$ cat src/inc/cfv_pkg.sv
// Constants and types shared by the flag, stack and vector logic
package cfv_pkg;
	// I/O locations of the core registers
	localparam logic [5:0] IO_SP_LOW = 6'h3d;
	localparam logic [5:0] IO_SP_HIGH = 6'h3e;
	localparam logic [5:0] IO_FLAGS = 6'h3f;
	// Flag bit positions
	localparam int FLAG_I = 7;
	localparam int FLAG_T = 6;
	localparam int FLAG_H = 5;
	localparam int FLAG_S = 4;
	localparam int FLAG_V = 3;
	localparam int FLAG_N = 2;
	localparam int FLAG_Z = 1;
	localparam int FLAG_C = 0;
	// Positions in the ALU update select
	localparam int SEL_H = 4;
	localparam int SEL_V = 3;
	localparam int SEL_N = 2;
	localparam int SEL_Z = 1;
	localparam int SEL_C = 0;
	// Reset values
	localparam logic [7:0] FLAGS_RESET = 8'h00;
	localparam logic [15:0] SP_RESET = 16'h0000;
	localparam logic [7:0] RDATA_UNMAPPED = 8'h00;
	// Vector table
	localparam int NUM_IRQ = 12;
	localparam int IRQ_IDX_W = 4;
	localparam int PC_W = 12;
	localparam logic [11:0] VEC_RESET = 12'h000;
	localparam logic [11:0] VEC_FIRST_IRQ = 12'h001;
	// Stack adjustments
	localparam logic [15:0] SP_STEP_BYTE = 16'h0001;
	localparam logic [15:0] SP_STEP_ADDR = 16'h0002;
	// Interrupt entry sequencer
	typedef enum logic [2:0] {
		ST_BOOT,
		ST_IDLE,
		ST_PUSH_LO,
		ST_PUSH_HI,
		ST_VECTOR
	} cfv_state_t;
endpackage : cfv_pkg

$ cat src/inc/cfv_arb_if.sv
// Request and grant bundle between the core and the priority picker
`timescale 1ns/1ps
interface cfv_arb_if;
	logic [cfv_pkg::NUM_IRQ-1:0] req;
	logic grant_valid;
	logic [cfv_pkg::IRQ_IDX_W-1:0] grant_idx;
	modport picker (input req, output grant_valid, output grant_idx);
	modport core (output req, input grant_valid, input grant_idx);
endinterface : cfv_arb_if

$ cat src/verilog/cfv_arbiter.sv
// Fixed priority picker: lowest source index wins
`timescale 1ns/1ps
module cfv_arbiter (
	cfv_arb_if.picker arb
);
	import cfv_pkg::*;

	// Scan from the highest index down so the lowest set index is left
	always_comb begin
		arb.grant_valid = 1'b0;
		arb.grant_idx = '0;
		for (int i = NUM_IRQ - 1; i >= 0; i--) begin
			if (arb.req[i]) begin
				arb.grant_valid = 1'b1; // RULE18
				arb.grant_idx = IRQ_IDX_W'(i);
			end
		end
	end
endmodule : cfv_arbiter

$ cat src/verilog/cfv_core.sv
// Flag register, stack pointer and interrupt vectoring of the processor core
// Notes on behaviour
// RULE1: Bit 7 of the flags is the global interrupt enable; needed for any interrupt.
// RULE2: With global enable clear, no interrupt is taken regardless of source enables.
// RULE3: Taking an interrupt clears global enable; interrupt return sets it again.
// RULE4: Bit 6 is a one-bit store written by bit-store, read by bit-load.
// RULE5: Bit 5 records low-nibble carry from operations that define it.
// RULE6: Bit 4 always equals negative flag xor overflow flag.
// RULE7: Bit 3 shows two's complement overflow of signed arithmetic.
// RULE8: Bit 2 is set on a negative result, cleared otherwise.
// RULE9: Bit 1 is set on an all-zero result, cleared otherwise.
// RULE10: Bit 0 holds the carry of an arithmetic or logic operation.
// RULE11: Flags are neither saved on interrupt entry nor restored on return.
// RULE12: Stack pointer is 16 bits, high byte at 3e, low byte at 3d, read/write.
// RULE13: Software loads the stack pointer above 60 before calls or enabling interrupts.
// RULE14: Stack pointer drops one per pushed byte, rises one per popped byte.
// RULE15: Stack pointer drops two per pushed return address, rises two on return.
// RULE16: Twelve interrupt sources plus reset, each with a vector at the lowest addresses.
// RULE17: A source is serviced only with its own enable and global enable set.
// RULE18: Lowest vector address wins among pending requests; reset highest, then request 0.
// RULE19: After any reset, execution starts at program address zero.
// RULE20: Sources map to vectors 001 to 00c in the fixed table order.
// RULE21: Vectoring to a handler clears the flag of the source taken.
// RULE22: Requests raised with global enable clear stay pending until it is set.
// RULE23: Interrupt entry pushes the two-byte return address, then loads the vector.
`timescale 1ns/1ps
module cfv_core (
	input wire logic clk,
	input wire logic resetn,
	input wire logic clk_en,
	input wire logic [5:0] io_addr,
	input wire logic io_we,
	input wire logic io_re,
	input wire logic [7:0] io_wdata,
	output logic [7:0] io_rdata,
	input wire logic alu_update,
	input wire logic [4:0] alu_flag_sel,
	input wire logic [7:0] alu_result,
	input wire logic alu_carry,
	input wire logic alu_half,
	input wire logic alu_ovf,
	input wire logic bit_store_op,
	input wire logic bit_store_val,
	output logic bit_load_val,
	input wire logic set_gie,
	input wire logic clr_gie,
	input wire logic push_byte,
	input wire logic pop_byte,
	input wire logic call_push,
	input wire logic return_from_call,
	input wire logic return_from_irq,
	input wire logic irq_boundary,
	input wire logic [cfv_pkg::PC_W-1:0] ret_pc,
	input wire logic [cfv_pkg::NUM_IRQ-1:0] irq_req,
	input wire logic [cfv_pkg::NUM_IRQ-1:0] irq_enable,
	input wire logic [cfv_pkg::NUM_IRQ-1:0] irq_flag_clear,
	output logic [7:0] cpu_flags,
	output logic [15:0] stack_pointer,
	output logic [cfv_pkg::NUM_IRQ-1:0] irq_pending,
	output logic stk_we,
	output logic [15:0] stk_addr,
	output logic [7:0] stk_wdata,
	output logic pc_load,
	output logic [cfv_pkg::PC_W-1:0] pc_vector,
	output logic core_hold
);
	import cfv_pkg::*;

	// Add or subtract a step from the stack pointer
	function automatic logic [15:0] sp_adj(input logic [15:0] sp, input logic [15:0] step,
		input logic down);
		sp_adj = down ? sp - step : sp + step;
	endfunction : sp_adj

	logic rst_meta_q;
	logic rst_n;
	logic [7:0] flags_q, flags_d;
	logic [15:0] sp_q, sp_d;
	logic [NUM_IRQ-1:0] pend_q, pend_d;
	cfv_state_t state_q, state_d;
	logic [IRQ_IDX_W-1:0] idx_q, idx_d;
	logic [PC_W-1:0] rpc_q, rpc_d;
	logic [7:0] rdata_q, rdata_d;
	logic stk_we_q, stk_we_d;
	logic [15:0] stk_addr_q, stk_addr_d;
	logic [7:0] stk_wdata_q, stk_wdata_d;
	logic pc_load_q, pc_load_d;
	logic [PC_W-1:0] pc_vec_q, pc_vec_d;
	logic hold_q, hold_d;
	logic take;
	logic n_new, v_new;
	cfv_arb_if arb ();

	// Reset release through two flip-flops
	always_ff @(posedge clk or negedge resetn) begin
		if (!resetn) begin
			rst_meta_q <= 1'b0;
			rst_n <= 1'b0;
		end else begin
			rst_meta_q <= 1'b1;
			rst_n <= rst_meta_q;
		end
	end

	// Only enabled and globally permitted sources compete
	assign arb.req = flags_q[FLAG_I] ? (pend_q & irq_enable) : '0; // RULE1 RULE2 RULE17
	cfv_arbiter u_arbiter (
		.arb(arb.picker)
	);
	assign take = (state_q == ST_IDLE) && irq_boundary && arb.grant_valid;

	// Pending flags: a new request wins over any clear in the same cycle
	always_comb begin
		pend_d = pend_q & ~irq_flag_clear; // RULE22
		if (take) begin
			pend_d[arb.grant_idx] = 1'b0; // RULE21
		end
		pend_d = pend_d | irq_req;
	end

	// Flag register next value
	always_comb begin
		flags_d = flags_q;
		if (io_we && io_addr == IO_FLAGS) begin
			flags_d = io_wdata;
		end else if (alu_update) begin
			if (alu_flag_sel[SEL_H]) flags_d[FLAG_H] = alu_half; // RULE5
			if (alu_flag_sel[SEL_V]) flags_d[FLAG_V] = alu_ovf; // RULE7
			if (alu_flag_sel[SEL_N]) flags_d[FLAG_N] = alu_result[7]; // RULE8
			if (alu_flag_sel[SEL_Z]) flags_d[FLAG_Z] = (alu_result == 8'h00); // RULE9
			if (alu_flag_sel[SEL_C]) flags_d[FLAG_C] = alu_carry; // RULE10
		end
		if (bit_store_op) begin
			flags_d[FLAG_T] = bit_store_val; // RULE4
		end
		if (set_gie || (return_from_irq && state_q == ST_IDLE)) begin
			flags_d[FLAG_I] = 1'b1; // RULE3
		end
		if (clr_gie || take) begin
			flags_d[FLAG_I] = 1'b0; // RULE3
		end
		// Sign bit is never stored independently
		n_new = flags_d[FLAG_N];
		v_new = flags_d[FLAG_V];
		flags_d[FLAG_S] = n_new ^ v_new; // RULE6
	end

	// Stack pointer next value; entry pushes own the pointer while busy
	always_comb begin
		sp_d = sp_q;
		if (state_q == ST_PUSH_LO || state_q == ST_PUSH_HI) begin
			sp_d = sp_adj(sp_q, SP_STEP_BYTE, 1'b1); // RULE14 RULE23
		end else if (io_we && io_addr == IO_SP_LOW) begin
			sp_d = {sp_q[15:8], io_wdata}; // RULE12
		end else if (io_we && io_addr == IO_SP_HIGH) begin
			sp_d = {io_wdata, sp_q[7:0]}; // RULE12
		end else if (push_byte) begin
			sp_d = sp_adj(sp_q, SP_STEP_BYTE, 1'b1); // RULE14
		end else if (pop_byte) begin
			sp_d = sp_adj(sp_q, SP_STEP_BYTE, 1'b0); // RULE14
		end else if (call_push) begin
			sp_d = sp_adj(sp_q, SP_STEP_ADDR, 1'b1); // RULE15
		end else if (return_from_call || return_from_irq) begin
			sp_d = sp_adj(sp_q, SP_STEP_ADDR, 1'b0); // RULE15 RULE11
		end
	end

	// Register read port, answered one cycle after the strobe
	always_comb begin
		rdata_d = rdata_q;
		if (io_re) begin
			unique case (io_addr)
				IO_FLAGS: rdata_d = flags_q;
				IO_SP_HIGH: rdata_d = sp_q[15:8];
				IO_SP_LOW: rdata_d = sp_q[7:0];
				default: rdata_d = RDATA_UNMAPPED;
			endcase
		end
	end

	// Boot and interrupt entry sequencer
	always_comb begin
		state_d = state_q;
		idx_d = idx_q;
		rpc_d = rpc_q;
		stk_we_d = 1'b0;
		stk_addr_d = stk_addr_q;
		stk_wdata_d = stk_wdata_q;
		pc_load_d = 1'b0;
		pc_vec_d = pc_vec_q;
		unique case (state_q)
			ST_BOOT: begin
				pc_load_d = 1'b1;
				pc_vec_d = VEC_RESET; // RULE19
				state_d = ST_IDLE;
			end
			ST_IDLE: begin
				if (take) begin
					idx_d = arb.grant_idx;
					rpc_d = ret_pc;
					state_d = ST_PUSH_LO;
				end
			end
			ST_PUSH_LO: begin
				stk_we_d = 1'b1;
				stk_addr_d = sp_q;
				stk_wdata_d = rpc_q[7:0]; // RULE23
				state_d = ST_PUSH_HI;
			end
			ST_PUSH_HI: begin
				stk_we_d = 1'b1;
				stk_addr_d = sp_q;
				stk_wdata_d = 8'(rpc_q[PC_W-1:8]); // RULE23
				state_d = ST_VECTOR;
			end
			ST_VECTOR: begin
				pc_load_d = 1'b1;
				pc_vec_d = VEC_FIRST_IRQ + PC_W'(idx_q); // RULE16 RULE20
				state_d = ST_IDLE;
			end
		endcase
		hold_d = (state_d != ST_IDLE);
	end

	// State registers, frozen while the clock enable is low
	always_ff @(posedge clk or negedge rst_n) begin
		if (!rst_n) begin
			flags_q <= FLAGS_RESET;
			sp_q <= SP_RESET;
			pend_q <= '0;
			state_q <= ST_BOOT;
			idx_q <= '0;
			rpc_q <= '0;
			rdata_q <= RDATA_UNMAPPED;
			stk_we_q <= 1'b0;
			stk_addr_q <= 16'h0000;
			stk_wdata_q <= 8'h00;
			pc_load_q <= 1'b0;
			pc_vec_q <= VEC_RESET;
			hold_q <= 1'b1;
		end else if (clk_en) begin
			flags_q <= flags_d;
			sp_q <= sp_d;
			pend_q <= pend_d;
			state_q <= state_d;
			idx_q <= idx_d;
			rpc_q <= rpc_d;
			rdata_q <= rdata_d;
			stk_we_q <= stk_we_d;
			stk_addr_q <= stk_addr_d;
			stk_wdata_q <= stk_wdata_d;
			pc_load_q <= pc_load_d;
			pc_vec_q <= pc_vec_d;
			hold_q <= hold_d;
		end
	end

	// Outputs straight from flip-flops
	assign io_rdata = rdata_q;
	assign cpu_flags = flags_q;
	assign bit_load_val = flags_q[FLAG_T]; // RULE4
	assign stack_pointer = sp_q;
	assign irq_pending = pend_q;
	assign stk_we = stk_we_q;
	assign stk_addr = stk_addr_q;
	assign stk_wdata = stk_wdata_q;
	assign pc_load = pc_load_q;
	assign pc_vector = pc_vec_q;
	assign core_hold = hold_q;

	// Checks on the guarded behaviour
	gie_gate_a: assert property (@(posedge clk) disable iff (!rst_n) // RULE2
		take |-> flags_q[FLAG_I])
		else $error("interrupt taken with global enable clear");
	gie_clear_a: assert property (@(posedge clk) disable iff (!rst_n) // RULE3
		(take && clk_en && !set_gie) |=> !flags_q[FLAG_I])
		else $error("global enable not cleared on entry");
	return_from_irq_set_a: assert property (@(posedge clk) disable iff (!rst_n) // RULE3
		(clk_en && return_from_irq && state_q == ST_IDLE && !clr_gie && !take)
		|=> flags_q[FLAG_I])
		else $error("interrupt return did not set global enable");
	sign_bit_a: assert property (@(posedge clk) disable iff (!rst_n) // RULE6
		cpu_flags[FLAG_S] == (cpu_flags[FLAG_N] ^ cpu_flags[FLAG_V]))
		else $error("sign bit differs from negative xor overflow");
	zero_flag_a: assert property (@(posedge clk) disable iff (!rst_n) // RULE9
		(clk_en && alu_update && alu_flag_sel[SEL_Z] && !(io_we && io_addr == IO_FLAGS))
		|=> cpu_flags[FLAG_Z] == ($past(alu_result) == 8'h00))
		else $error("zero flag does not match result");
	push_step_a: assert property (@(posedge clk) disable iff (!rst_n) // RULE14
		(clk_en && push_byte && !io_we && state_q == ST_IDLE)
		|=> stack_pointer == $past(stack_pointer) - 16'h0001)
		else $error("byte push did not drop pointer by one");
	ret_step_a: assert property (@(posedge clk) disable iff (!rst_n) // RULE15
		(clk_en && return_from_call && !io_we && !push_byte && !pop_byte && !call_push
		&& state_q == ST_IDLE) |=> stack_pointer == $past(stack_pointer) + 16'h0002)
		else $error("return did not raise pointer by two");
	prio_low_a: assert property (@(posedge clk) disable iff (!rst_n) // RULE18
		take |-> ((arb.req & ((12'h001 << arb.grant_idx) - 12'h001)) == 12'h000))
		else $error("lower numbered request was passed over");
	flag_clear_a: assert property (@(posedge clk) disable iff (!rst_n) // RULE21
		(take && clk_en && !irq_req[arb.grant_idx]) |=> !pend_q[$past(arb.grant_idx)])
		else $error("taken source flag not cleared");
	entry_seq_a: assert property (@(posedge clk) disable iff (!rst_n) // RULE23
		(take && clk_en) ##1 clk_en ##1 clk_en ##1 clk_en
		|-> (stk_we && $past(stk_we) && (stk_addr == $past(stk_addr) - 16'h0001))
		##1 (pc_load && pc_vector == VEC_FIRST_IRQ + PC_W'(idx_q)))
		else $error("entry push and vector sequence broken");
endmodule : cfv_core

$ cat config.mk
export PLATFORM = sky130hd
export DESIGN_NAME = cfv_core
export DESIGN_NICKNAME = d
export VERILOG_FILES = /design/src/inc/cfv_pkg.sv /design/src/inc/cfv_arb_if.sv /design/src/verilog/cfv_arbiter.sv /design/src/verilog/cfv_core.sv
export SDC_FILE = /design/constraint.sdc
export NUM_CORES = 1
export LEC_CHECK = 0
export BUFFER_PORTS_ARGS = -buffer_cell sky130_fd_sc_hd__buf_2
export CORE_ASPECT_RATIO = 1.25
export CORE_MARGIN = 2
export CORE_UTILIZATION = 37
export CTS_BUF_LIST = sky130_fd_sc_hd__clkbuf_8
export DETAILED_ROUTE_END_ITERATION = 16
export PLACE_DENSITY_LB_ADDON = 0.15
export SETUP_SLACK_MARGIN = 0.2
export SYNTH_ARGS = -nofsm -noshare
export SYNTH_HDL_FRONTEND = slang
export SYNTH_SLANG_ARGS = --single-unit
$ cat constraint.sdc
create_clock -name clk -period 6.6 [get_ports clk]
set_clock_uncertainty 0.2 [all_clocks]
set_input_delay 0.33 -clock clk [delete_from_list [all_inputs] [get_ports clk]]
set_output_delay 0.33 -clock clk [all_outputs]
set_load 0.01 [all_outputs]
==> results of run 1 <==
-- flip-flops by register name, summed over array words and instances, names as in the netlist --
register / cells
stk_wdata: 8
core_hold: 1
pc_load: 1
cpu_flags: 8
rst_n: 1
stk_we: 1
idx_q: 4
stk_addr: 16
state_q: 3
irq_pending: 12
io_rdata: 8
pc_vector: 5
stack_pointer: 16
rst_meta_q: 1
rpc_q: 12
-- per-stage QoR --
stage | std cells | hold slack, ns | power [uW] | setup WS (ns)
floorplan | 769 | -0.166 | 1990 | 3.50
global placement | 1107 | -0.0820 | 2480 | 3.51
detailed placement | 1107 | -0.0803 | 2480 | 3.54
CTS | 1157 | 0.000595 | 2930 | 3.51
global route | 1159 | 0.0429 | 3150 | 3.18
finish | 1159 | 0.0205 | 2910 | 3.46
-- worst reg2reg max path, stage by stage, from the launching register on --
cell and delay (ns):
dfrtp_1 0.56, nor3b_1 0.45, nand2_1 0.16, nor2_1 0.21, and3b_1 0.31, nand2_1 0.11
o311ai_0 0.34, nand2_1 0.10, dlygate4sd3_1 0.59
-- path summary, 6_finish.rpt --
kind                            cells after the start           endpoint     startpoint  slack [ns]
worst min-delay path                                0       stk_wdata[1]          rst_n        0.02
worst max register to register                      8     irq_pending[9]     state_q[0]        3.46
min in group clk                                    3       cpu_flags[6]  bit_store_val        0.03
worst max-delay path                                8     irq_pending[9]     state_q[0]        3.46
max in group asynchronous                           1  stack_pointer[14]          rst_n        4.89
worst min register to register                      0       stk_wdata[1]          rst_n        0.02
-- cells by family (layout without fill, tap and decap cells) --
| kind of cell | Yosys count | count (layout) | share of synthesized area, % |
|---|---|---|---|
| AO/OA/AOI/OAI | 242 | 242 | 24.0 |
| XOR/XNOR | 23 | 23 | 3.06 |
| buffers and inverters | 78 | 243 | 5.24 |
| AND/OR/NAND/NOR | 252 | 252 | 18.8 |
| flip-flops | 97 | 97 | 36.9 |
| other | 2 | 9 | 0.114 |
| adder cells (fa/ha/maj) | 17 | 17 | 3.34 |
| multiplexers | 52 | 52 | 8.56 |
-- routing by layer --
layer / vias to the layer above / share of wire (%)
met2: 220 / 51
met3: 43 / 6.1
met1: 3107 / 39
met4: 2 / 3.9
li1: 3122 / -
met5: - / 0.050
-- repair_timing --
action                                 in CTS  in global routing
hold buffers                               34                  1
buffers inserted                            0                  0
endpoints found under the hold margin      28                  1
-- power groups by stage --
stage / Combinational, uW / Sequential (uW) / Clock (uW)
CTS: 1380 / 1120 / 435
floorplan: 969 / 1020 / 0
detailed placement: 1350 / 1130 / 0
finish: 1380 / 1120 / 418
global placement: 1350 / 1130 / 0
global route: 1530 / 1160 / 457
-- cells in the mapped netlist, types with 4 or more instances --
cell type	instances
buf_2	6
clkbuf_1	42
o31ai_1	4
nand2b_1	19
dfrtp_1	96
nor4_1	7
nand3b_1	5
o311ai_0	7
mux2i_1	17
ha_1	16
nor2b_1	5
a22oi_1	14
nand3_1	25
nor3b_1	4
a21o_1	14
o21bai_1	4
and3_1	6
a21oi_1	41
o211ai_1	8
a211oi_1	4
nand4_1	14
and2_1	7
inv_1	19
o22ai_1	6
nand2_1	80
xnor2_1	16
mux2_2	35
a22o_1	6
nor2_1	54
xor2_1	7
nor3_1	12
o21ai_0	80
a31oi_1	15
buf_4	8
-- layout make-up --
type	count	area, um2
Tap cell	224	280
Clock inverter	7	96.3
Antenna cell	1	2.50
Sequential cell	97	2430
Timing Repair Buffer	208	1220
Clock buffer	9	124
Multi-Input combinational cell	594	3840
Inverter	19	71.3
Fill cell	1783	9360
==> impl_metrics.env, run 1 <==
export IMPL_place_area_mm2=0.00749
export IMPL_yosys_top_cells_area="dfrtp_1, o21ai_0, mux2_2"
export IMPL_p_sw_share_pct=45.7
export IMPL_detail_route_first_pass_iterations=5
export IMPL_p_leak_uw=0.00371
export IMPL_post_route_util_pct=46.3
export IMPL_period_needed_ns=3.14
export IMPL_grt_pass1_vias=6306
export IMPL_clkTransAtPathRegs_ns=0.12
export IMPL_via_per_inst=5.60
export IMPL_grt_first_pass_wirelength_mm=34.3
export IMPL_syn_area_mm2=0.00659
export IMPL_p_sw_uw=1330
export IMPL_area_growth_synth_to_final_pct=22.4
export IMPL_hold_viol_final=0
export IMPL_gp_congestion=0.920
export IMPL_path_delay_family="simple AND/OR/NAND/NOR gates"
export IMPL_fp_dieW_um=123
export IMPL_slew_viol_final=0
export IMPL_tritoncts="done"
export IMPL_gr_usage_all_layers_pct=23.6
export IMPL_power_internal_uw=1580
export IMPL_ant_nets=0
export IMPL_rsz0062_at_grt="false"
export IMPL_antenna_found_initial=2
export IMPL_setup_viol=0
export IMPL_ctsLongestPathBuffers=2
export IMPL_finalWirelength_mm=21.9
export IMPL_grt_busiest_layer="met2"
export IMPL_startpoint_type="flop"
export IMPL_crit_slowest_cell="dlygate4sd3_1"
export IMPL_layout_common_cells="buf_2, dfrtp_1, nand2_1, o21ai_0, nor2_1"
export IMPL_met1_usage_pct=28.4
export IMPL_fp_row_count=54
export IMPL_drive_gt1_share_pct=25.3
export IMPL_design_area_mm2=0.00807
export IMPL_grt_overflow_total=0
export IMPL_path_cells="nor3b_1 > nand2_1 > nor2_1 > and3b_1 > nand2_1 > o311ai_0 > nand2_1 > dlygate4sd3_1"
export IMPL_ctsResizeCount=0
export IMPL_yosys_cell_types_count=73
export IMPL_synth_top_cell_by_area="dfrtp_1"
export IMPL_max_slew_margin_rel_pct=35.0
export IMPL_avgSynthCellArea_um2=8.64
export IMPL_drc=0
export IMPL_worst_slew_pin_slew_ns=0.975
export IMPL_max_cap_violations=0
export IMPL_cp_num_buf_inv=1
export IMPL_final_common_cell="buf_2"
export IMPL_drtIter0Drc=401
export IMPL_peakVddDrop_mv=0.158
export IMPL_io_pins=178
export IMPL_wl_per_cell_um=18.9
export IMPL_start_util_pct=37.8
export IMPL_synth_edf_count=0
export IMPL_die_area_mm2=0.0189
export IMPL_power_density_mw_per_mm2=361
export IMPL_critPathMaxFanout=13
export IMPL_yosys_most_used_dff="dfrtp_1"
export IMPL_vias=6494
export IMPL_critPathCaptureType="flop"
export IMPL_power_share_sequential_pct=38.4
export IMPL_use_met3_pct=5.15
export IMPL_synth_seq_area_share_pct=36.9
export IMPL_cts_made_buffers=9
export IMPL_min_path_type="flop to async pin"
export IMPL_h_tree_depth=3
export IMPL_synth_warning_count=0
export IMPL_yosys_register_bits=97
export IMPL_clkPwrFrac_pct=14.4
export IMPL_combPwrFrac_pct=47.3
export IMPL_period_share_pct=47.7
export IMPL_fmax_mhz=318
export IMPL_async_flop_share_pct=100
export IMPL_critical_path_max_stage_delay_ns=0.58
export IMPL_fin_nets=1040
export IMPL_cp_common_cell="nand2_1"
export IMPL_cts_root_buffer="clkbuf_8"
export IMPL_grt_max_degree=75
export IMPL_port_buffers=170
export IMPL_synth_cells=763
export IMPL_final_setup_tns_ns=0
export IMPL_die_height_um=153
export IMPL_grtUsageMet2_pct=40.0
export IMPL_synth_top_cell_area_share_pct=36.5
export IMPL_crit_required_ns=6.68
export IMPL_status="finished clean"
export IMPL_critPathKind="flop to flop"
export IMPL_clkLatencyLatePin_ns=0.40
export IMPL_worst_ep_arrival_time_ns=3.23
export IMPL_numClockSinks=97
export IMPL_hpwl_mm=16.2
export IMPL_coreArea_mm2=0.0174
Power figures use the tool's default switching activity.
==> run 2, diff against run 1 <==
- clock period: 6.6 -> 3.01 ns (I/O delays scaled with it)
==> impl_metrics.env, run 2 (same netlist as run 1, synthesis figures left out) <==
export IMPL_status="finished clean"
export IMPL_r2r_setup_slack_ns=0.33
export IMPL_hpwl_mm=16.7
export IMPL_power_density_mw_per_mm2=776
export IMPL_fp_dieW_um=123
export IMPL_hold_worst_slack_ns=0.0303
export IMPL_critPathMaxFanout=14
export IMPL_grt_max_degree=96
export IMPL_cts_setup_buffers=0
export IMPL_critPathCaptureType="flop"
export IMPL_fp_row_count=54
export IMPL_crit_required_ns=3.07
export IMPL_fmax_mhz=373
export IMPL_setup_viol=0
export IMPL_port_buffers=170
export IMPL_grt_pass1_vias=6711
export IMPL_die_height_um=153
export IMPL_drc=0
export IMPL_final_setup_tns_ns=0
export IMPL_max_cap_violations=0
export IMPL_post_route_util_pct=49.3
export IMPL_wl_per_cell_um=18.4
export IMPL_detail_route_first_pass_iterations=8
export IMPL_min_path_type="primary input to flop"
export IMPL_slew_viol_final=0
export IMPL_holdPathStages=3
export IMPL_timing_rr_end="stack_pointer[15]"
export IMPL_worst_ep_arrival_time_ns=2.75
export IMPL_hold_viol_final=0
export IMPL_coreArea_mm2=0.0174
export IMPL_period_share_pct=89.1
export IMPL_ctsLongestPathBuffers=2
export IMPL_final_common_cell="buf_2"
export IMPL_design_area_mm2=0.00859
export IMPL_vias=6720
export IMPL_crit_reg2reg_launch="stack_pointer[10]"
export IMPL_period_needed_ns=2.68
export IMPL_cts_made_buffers=9
export IMPL_drtIter0Drc=304
export IMPL_cts_root_buffer="clkbuf_8"
export IMPL_preCtsSetupSlack_ns=0.230
export IMPL_h_tree_depth=3
export IMPL_gr_usage_all_layers_pct=24.3
export IMPL_grt_first_pass_wirelength_mm=35.5
export IMPL_hold_end="io_rdata[6]"
export IMPL_ant_nets=0
export IMPL_via_per_inst=5.51
export IMPL_hp_start="io_re"
export IMPL_clkTransAtPathRegs_ns=0.12
export IMPL_critPathKind="flop to flop"
export IMPL_grt_overflow_total=0
export IMPL_timing_final_ws_setup_ns=0.327
export IMPL_rsz0062_at_grt="true"
export IMPL_reg2reg_depth=7
export IMPL_area_growth_synth_to_final_pct=30.4
export IMPL_gp_congestion=0.924
export IMPL_startpoint_type="flop"
export IMPL_layout_common_cells="buf_2, dfrtp_1, nand2_1, o21ai_0, dlygate4sd3_1"
export IMPL_drive_gt1_share_pct=28.4
export IMPL_tritoncts="done"
export IMPL_worst_slew_pin_slew_ns=0.670
export IMPL_io_pins=178
export IMPL_finalWirelength_mm=22.4
export IMPL_fin_nets=1100
export IMPL_place_area_mm2=0.00782
export IMPL_max_slew_margin_rel_pct=55.2
export IMPL_clkLatencyLatePin_ns=0.39
export IMPL_antenna_found_initial=1
export IMPL_p_leak_uw=0.00399
export IMPL_die_area_mm2=0.0189
export IMPL_peakVddDrop_mv=0.351
export IMPL_numClockSinks=97
export IMPL_start_util_pct=37.8
-- run 2: changes by cell type in the layout (fill, tap and decap cells not counted), moves of 2 or more --
cell,change
clkinv_8,-3
buf_4,+38
dlygate4sd3_1,+20
buf_12,+2
o311ai_0,-2
o311ai_1,+2
inv_6,+3
-- run 2: final cells by class --
type                    instances  area [um2]
clock inverters                 7        70.1
multi-input cells             594        3860
clock buffers                   9         124
repair buffers                268        1750
inverters                      19        71.3
flip-flops and latches         97        2430
diodes                          1        2.50
fillers                      1738        8840
well taps                     224         280
-- run 2: worst max-delay path by stage --
stage                       from                end  slack, ns
5_1_grt        stack_pointer[10]  stack_pointer[15]       0.15
3_3_place_gp    stack_pointer[1]  stack_pointer[15]       0.27
6_report       stack_pointer[10]  stack_pointer[15]       0.33
2_1_floorplan   stack_pointer[1]  stack_pointer[15]       0.26
3_5_place_dp    stack_pointer[2]  stack_pointer[15]       0.23
4_1_cts         stack_pointer[2]  stack_pointer[15]       0.21
-- run 2: power breakdown --
group | internal [uW] | total (uW) | switching (uW)
clock | 326 | 885 | 559
sequential | 1760 | 2140 | 384
combinational | 1620 | 3640 | 2020
-- run 2: metal layers --
metal,GRT usage (%),share of wire (%)
met2,41.2,50
met3,4.70,5.1
met4,11.7,4.2
met5,0,0.031
met1,29.0,40
-- run 2: repair_timing --
item                                    in CTS  in global routing
resized for setup                            0                  9
hold endpoints to repair                    38                  0
hold buffers                                55                  0
endpoints found under the setup margin       0                 12
-- run 2: through the flow --
step	cells	power, uW
5_1_grt	1218	7200
2_1_floorplan	769	4370
6_report	1219	6670
3_3_place_gp	1147	5700
4_1_cts	1218	6670
3_5_place_dp	1147	5700
-- run 2: critical path, cell delays in order, from the launching register on --
cell	delay (ns)
dfrtp_1	0.67
ha_1	0.44
a21oi_1	0.23
o21ai_0	0.19
o41ai_2	0.27
mux2i_1	0.28
a21bo_2	0.16
a41oi_1	0.11
==> run 3, diff against run 2 <==
- CTS_BUF_LIST: sky130_fd_sc_hd__clkbuf_8 -> sky130_fd_sc_hd__clkbuf_2
- MAX_ROUTING_LAYER: unset -> met4
- clock period: 3.01 -> 3.35 ns (I/O delays scaled with it)
==> impl_metrics.env, run 3 (same netlist as run 1, synthesis figures left out) <==
export IMPL_period_needed_ns=2.99
export IMPL_fin_nets=1128
export IMPL_path_delay_family="buffers and inverters"
export IMPL_p_sw_uw=2670
export IMPL_crit_slowest_cell="dlygate4sd3_1"
export IMPL_fp_row_count=54
export IMPL_final_common_cell="buf_2"
export IMPL_p_sw_share_pct=45.8
export IMPL_cts_setup_buffers=0
export IMPL_io_pins=178
export IMPL_path_cells="nand2_1 > a32o_1 > a22o_1 > a21boi_0 > o211a_1 > dlygate4sd3_1 > o31ai_1 > dlygate4sd3_1"
export IMPL_hp_start="ret_pc[8]"
export IMPL_hold_end="rpc_q[8]"
export IMPL_via_per_inst=5.55
export IMPL_hpwl_mm=16.7
export IMPL_port_buffers=170
export IMPL_cp_num_buf_inv=2
export IMPL_finalWirelength_mm=23.0
export IMPL_wl_per_cell_um=18.4
export IMPL_max_slew_margin_rel_pct=48.2
export IMPL_layout_common_cells="buf_2, dlygate4sd3_1, dfrtp_1, nand2_1, o21ai_0"
export IMPL_startpoint_type="flop"
export IMPL_numClockSinks=97
export IMPL_multi_input_area_mm2=0.00385
export IMPL_combPwrFrac_pct=54.1
export IMPL_power_density_mw_per_mm2=661
export IMPL_start_util_pct=37.8
export IMPL_timing_rr_end="idx_q[0]"
export IMPL_ant_nets=0
export IMPL_peakVddDrop_mv=0.389
export IMPL_ctsLongestPathBuffers=2
export IMPL_final_setup_tns_ns=0
export IMPL_fmax_mhz=334
export IMPL_max_cap_violations=0
export IMPL_crit_reg2reg_launch="irq_pending[10]"
export IMPL_status="finished clean"
export IMPL_worst_ep_arrival_time_ns=3.35
export IMPL_cts_root_buffer="clkbuf_2"
export IMPL_crit_required_ns=3.70
export IMPL_critPathMaxFanout=5
export IMPL_power_share_sequential_pct=35.2
export IMPL_critPathKind="flop to flop"
export IMPL_gp_congestion=0.980
export IMPL_vias=6918
export IMPL_grt_first_pass_wirelength_mm=36.3
export IMPL_seq_area_mm2=0.00244
export IMPL_r2r_setup_slack_ns=0.36
export IMPL_hold_viol_final=0
export IMPL_slew_viol_final=0
export IMPL_gr_usage_all_layers_pct=25.6
export IMPL_power_internal_uw=3170
export IMPL_critical_path_max_stage_delay_ns=0.58
export IMPL_area_growth_synth_to_final_pct=34.1
export IMPL_worst_slew_pin_slew_ns=0.775
export IMPL_rsz0062_at_grt="false"
export IMPL_grt_overflow_total=0
export IMPL_drc=0
export IMPL_p_leak_uw=0.00406
export IMPL_wl_met2_mm=11.4
export IMPL_grt_pass1_vias=6758
export IMPL_preCtsSetupSlack_ns=0.523
export IMPL_cts_made_buffers=9
export IMPL_fp_dieW_um=123
export IMPL_clkPwrFrac_pct=10.7
export IMPL_die_height_um=153
export IMPL_min_path_type="primary input to flop"
export IMPL_clkTransAtPathRegs_ns=0.33
export IMPL_antenna_found_initial=1
export IMPL_drive_gt1_share_pct=25.5
export IMPL_period_share_pct=89.3
export IMPL_cp_common_cell="dlygate4sd3_1"
export IMPL_holdPathStages=3
export IMPL_timing_final_ws_setup_ns=0.359
export IMPL_wl_met3_mm=1.15
export IMPL_clkLatencyLatePin_ns=0.67
export IMPL_h_tree_depth=3
export IMPL_tritoncts="done"
export IMPL_setup_viol=0
export IMPL_highest_layer="met4"
export IMPL_met1_length_mm=9.33
export IMPL_detail_route_first_pass_iterations=5
export IMPL_grt_max_degree=54
export IMPL_die_area_mm2=0.0189
export IMPL_coreArea_mm2=0.0174
export IMPL_drtIter0Drc=459
export IMPL_n_fill_cell=1743
export IMPL_critPathCaptureType="flop"
export IMPL_reg2reg_depth=8
[run 3: changes by cell type in the layout (fill, tap and decap cells not counted), moves of 2 or more]
| cell | delta |
|---|---|
| buf_4 | -20 |
| clkbuf_2 | +9 |
| clkbuf_8 | -9 |
| clkinv_4 | +2 |
| dfrtp_1 | -3 |
| dfrtp_2 | +3 |
| dlygate4sd3_1 | +48 |
| inv_6 | -4 |
| inv_8 | +2 |
| o311ai_0 | +2 |
| o311ai_1 | -2 |
[run 3: tightest hold or removal path, stage by stage]
cell	delay [ns]
dlygate4sd3_1	0.52
buf_2	0.09
mux2_2	0.12
[run 3: routing by layer]
metal,vias to the layer above,GRT usage (%)
met5,-,-
met4,0,11.8
met3,59,3.96
met2,231,41.6
met1,3325,30.8
li1,3303,-
[run 3: layout make-up]
| type | count | share of cell area [%] |
|---|---|---|
| flip-flops and latches | 97 | 27.6 |
| clock inverters | 7 | 0.822 |
| multi-input cells | 594 | 43.5 |
| inverters | 19 | 0.807 |
| clock buffers | 9 | 0.510 |
| diodes | 1 | 0.0283 |
| repair buffers | 296 | 23.5 |
| well taps | 224 | 3.17 |
[run 3: worst max path at each step]
stage	end	start	slack, ns	depth (start not counted)
after floorplan	cpu_flags[0]	rst_n	0.25	0
after global placement	stack_pointer[15]	call_push	0.58	9
after detailed placement	stack_pointer[15]	stack_pointer[1]	0.52	8
after CTS	idx_q[0]	irq_pending[10]	0.33	8
after global routing	stack_pointer[7]	stack_pointer[4]	0.21	8
final	idx_q[0]	irq_pending[10]	0.36	8
[run 3: through the flow]
stage	std cells	util [%]	hold WS [ns]	area (um2)	power, uW
2_1_floorplan	769	-	-0.328	6610	3930
3_3_place_gp	1127	44.0	-0.245	7670	5010
3_5_place_dp	1127	44.0	-0.245	7670	5020
4_1_cts	1246	50.6	0.00184	8820	5840
5_1_grt	1247	50.7	0.00220	8830	6300
6_report	1247	50.7	0.0543	8830	5840
[run 3: power groups by stage]
stage	sequential [uW]	clock, uW	combinational [uW]
floorplan	2020	0	1910
global placement	2070	0	2940
detailed placement	2080	0	2940
CTS	2060	642	3150
global route	2130	695	3470
finish	2060	623	3160
[run 3: timing repair]
action | 4_1_cts | 5_1_grt
hold endpoints to repair | 66 | 0
gates resized for setup | 0 | 5
hold buffers | 103 | 0
endpoints found under the setup margin | 0 | 4
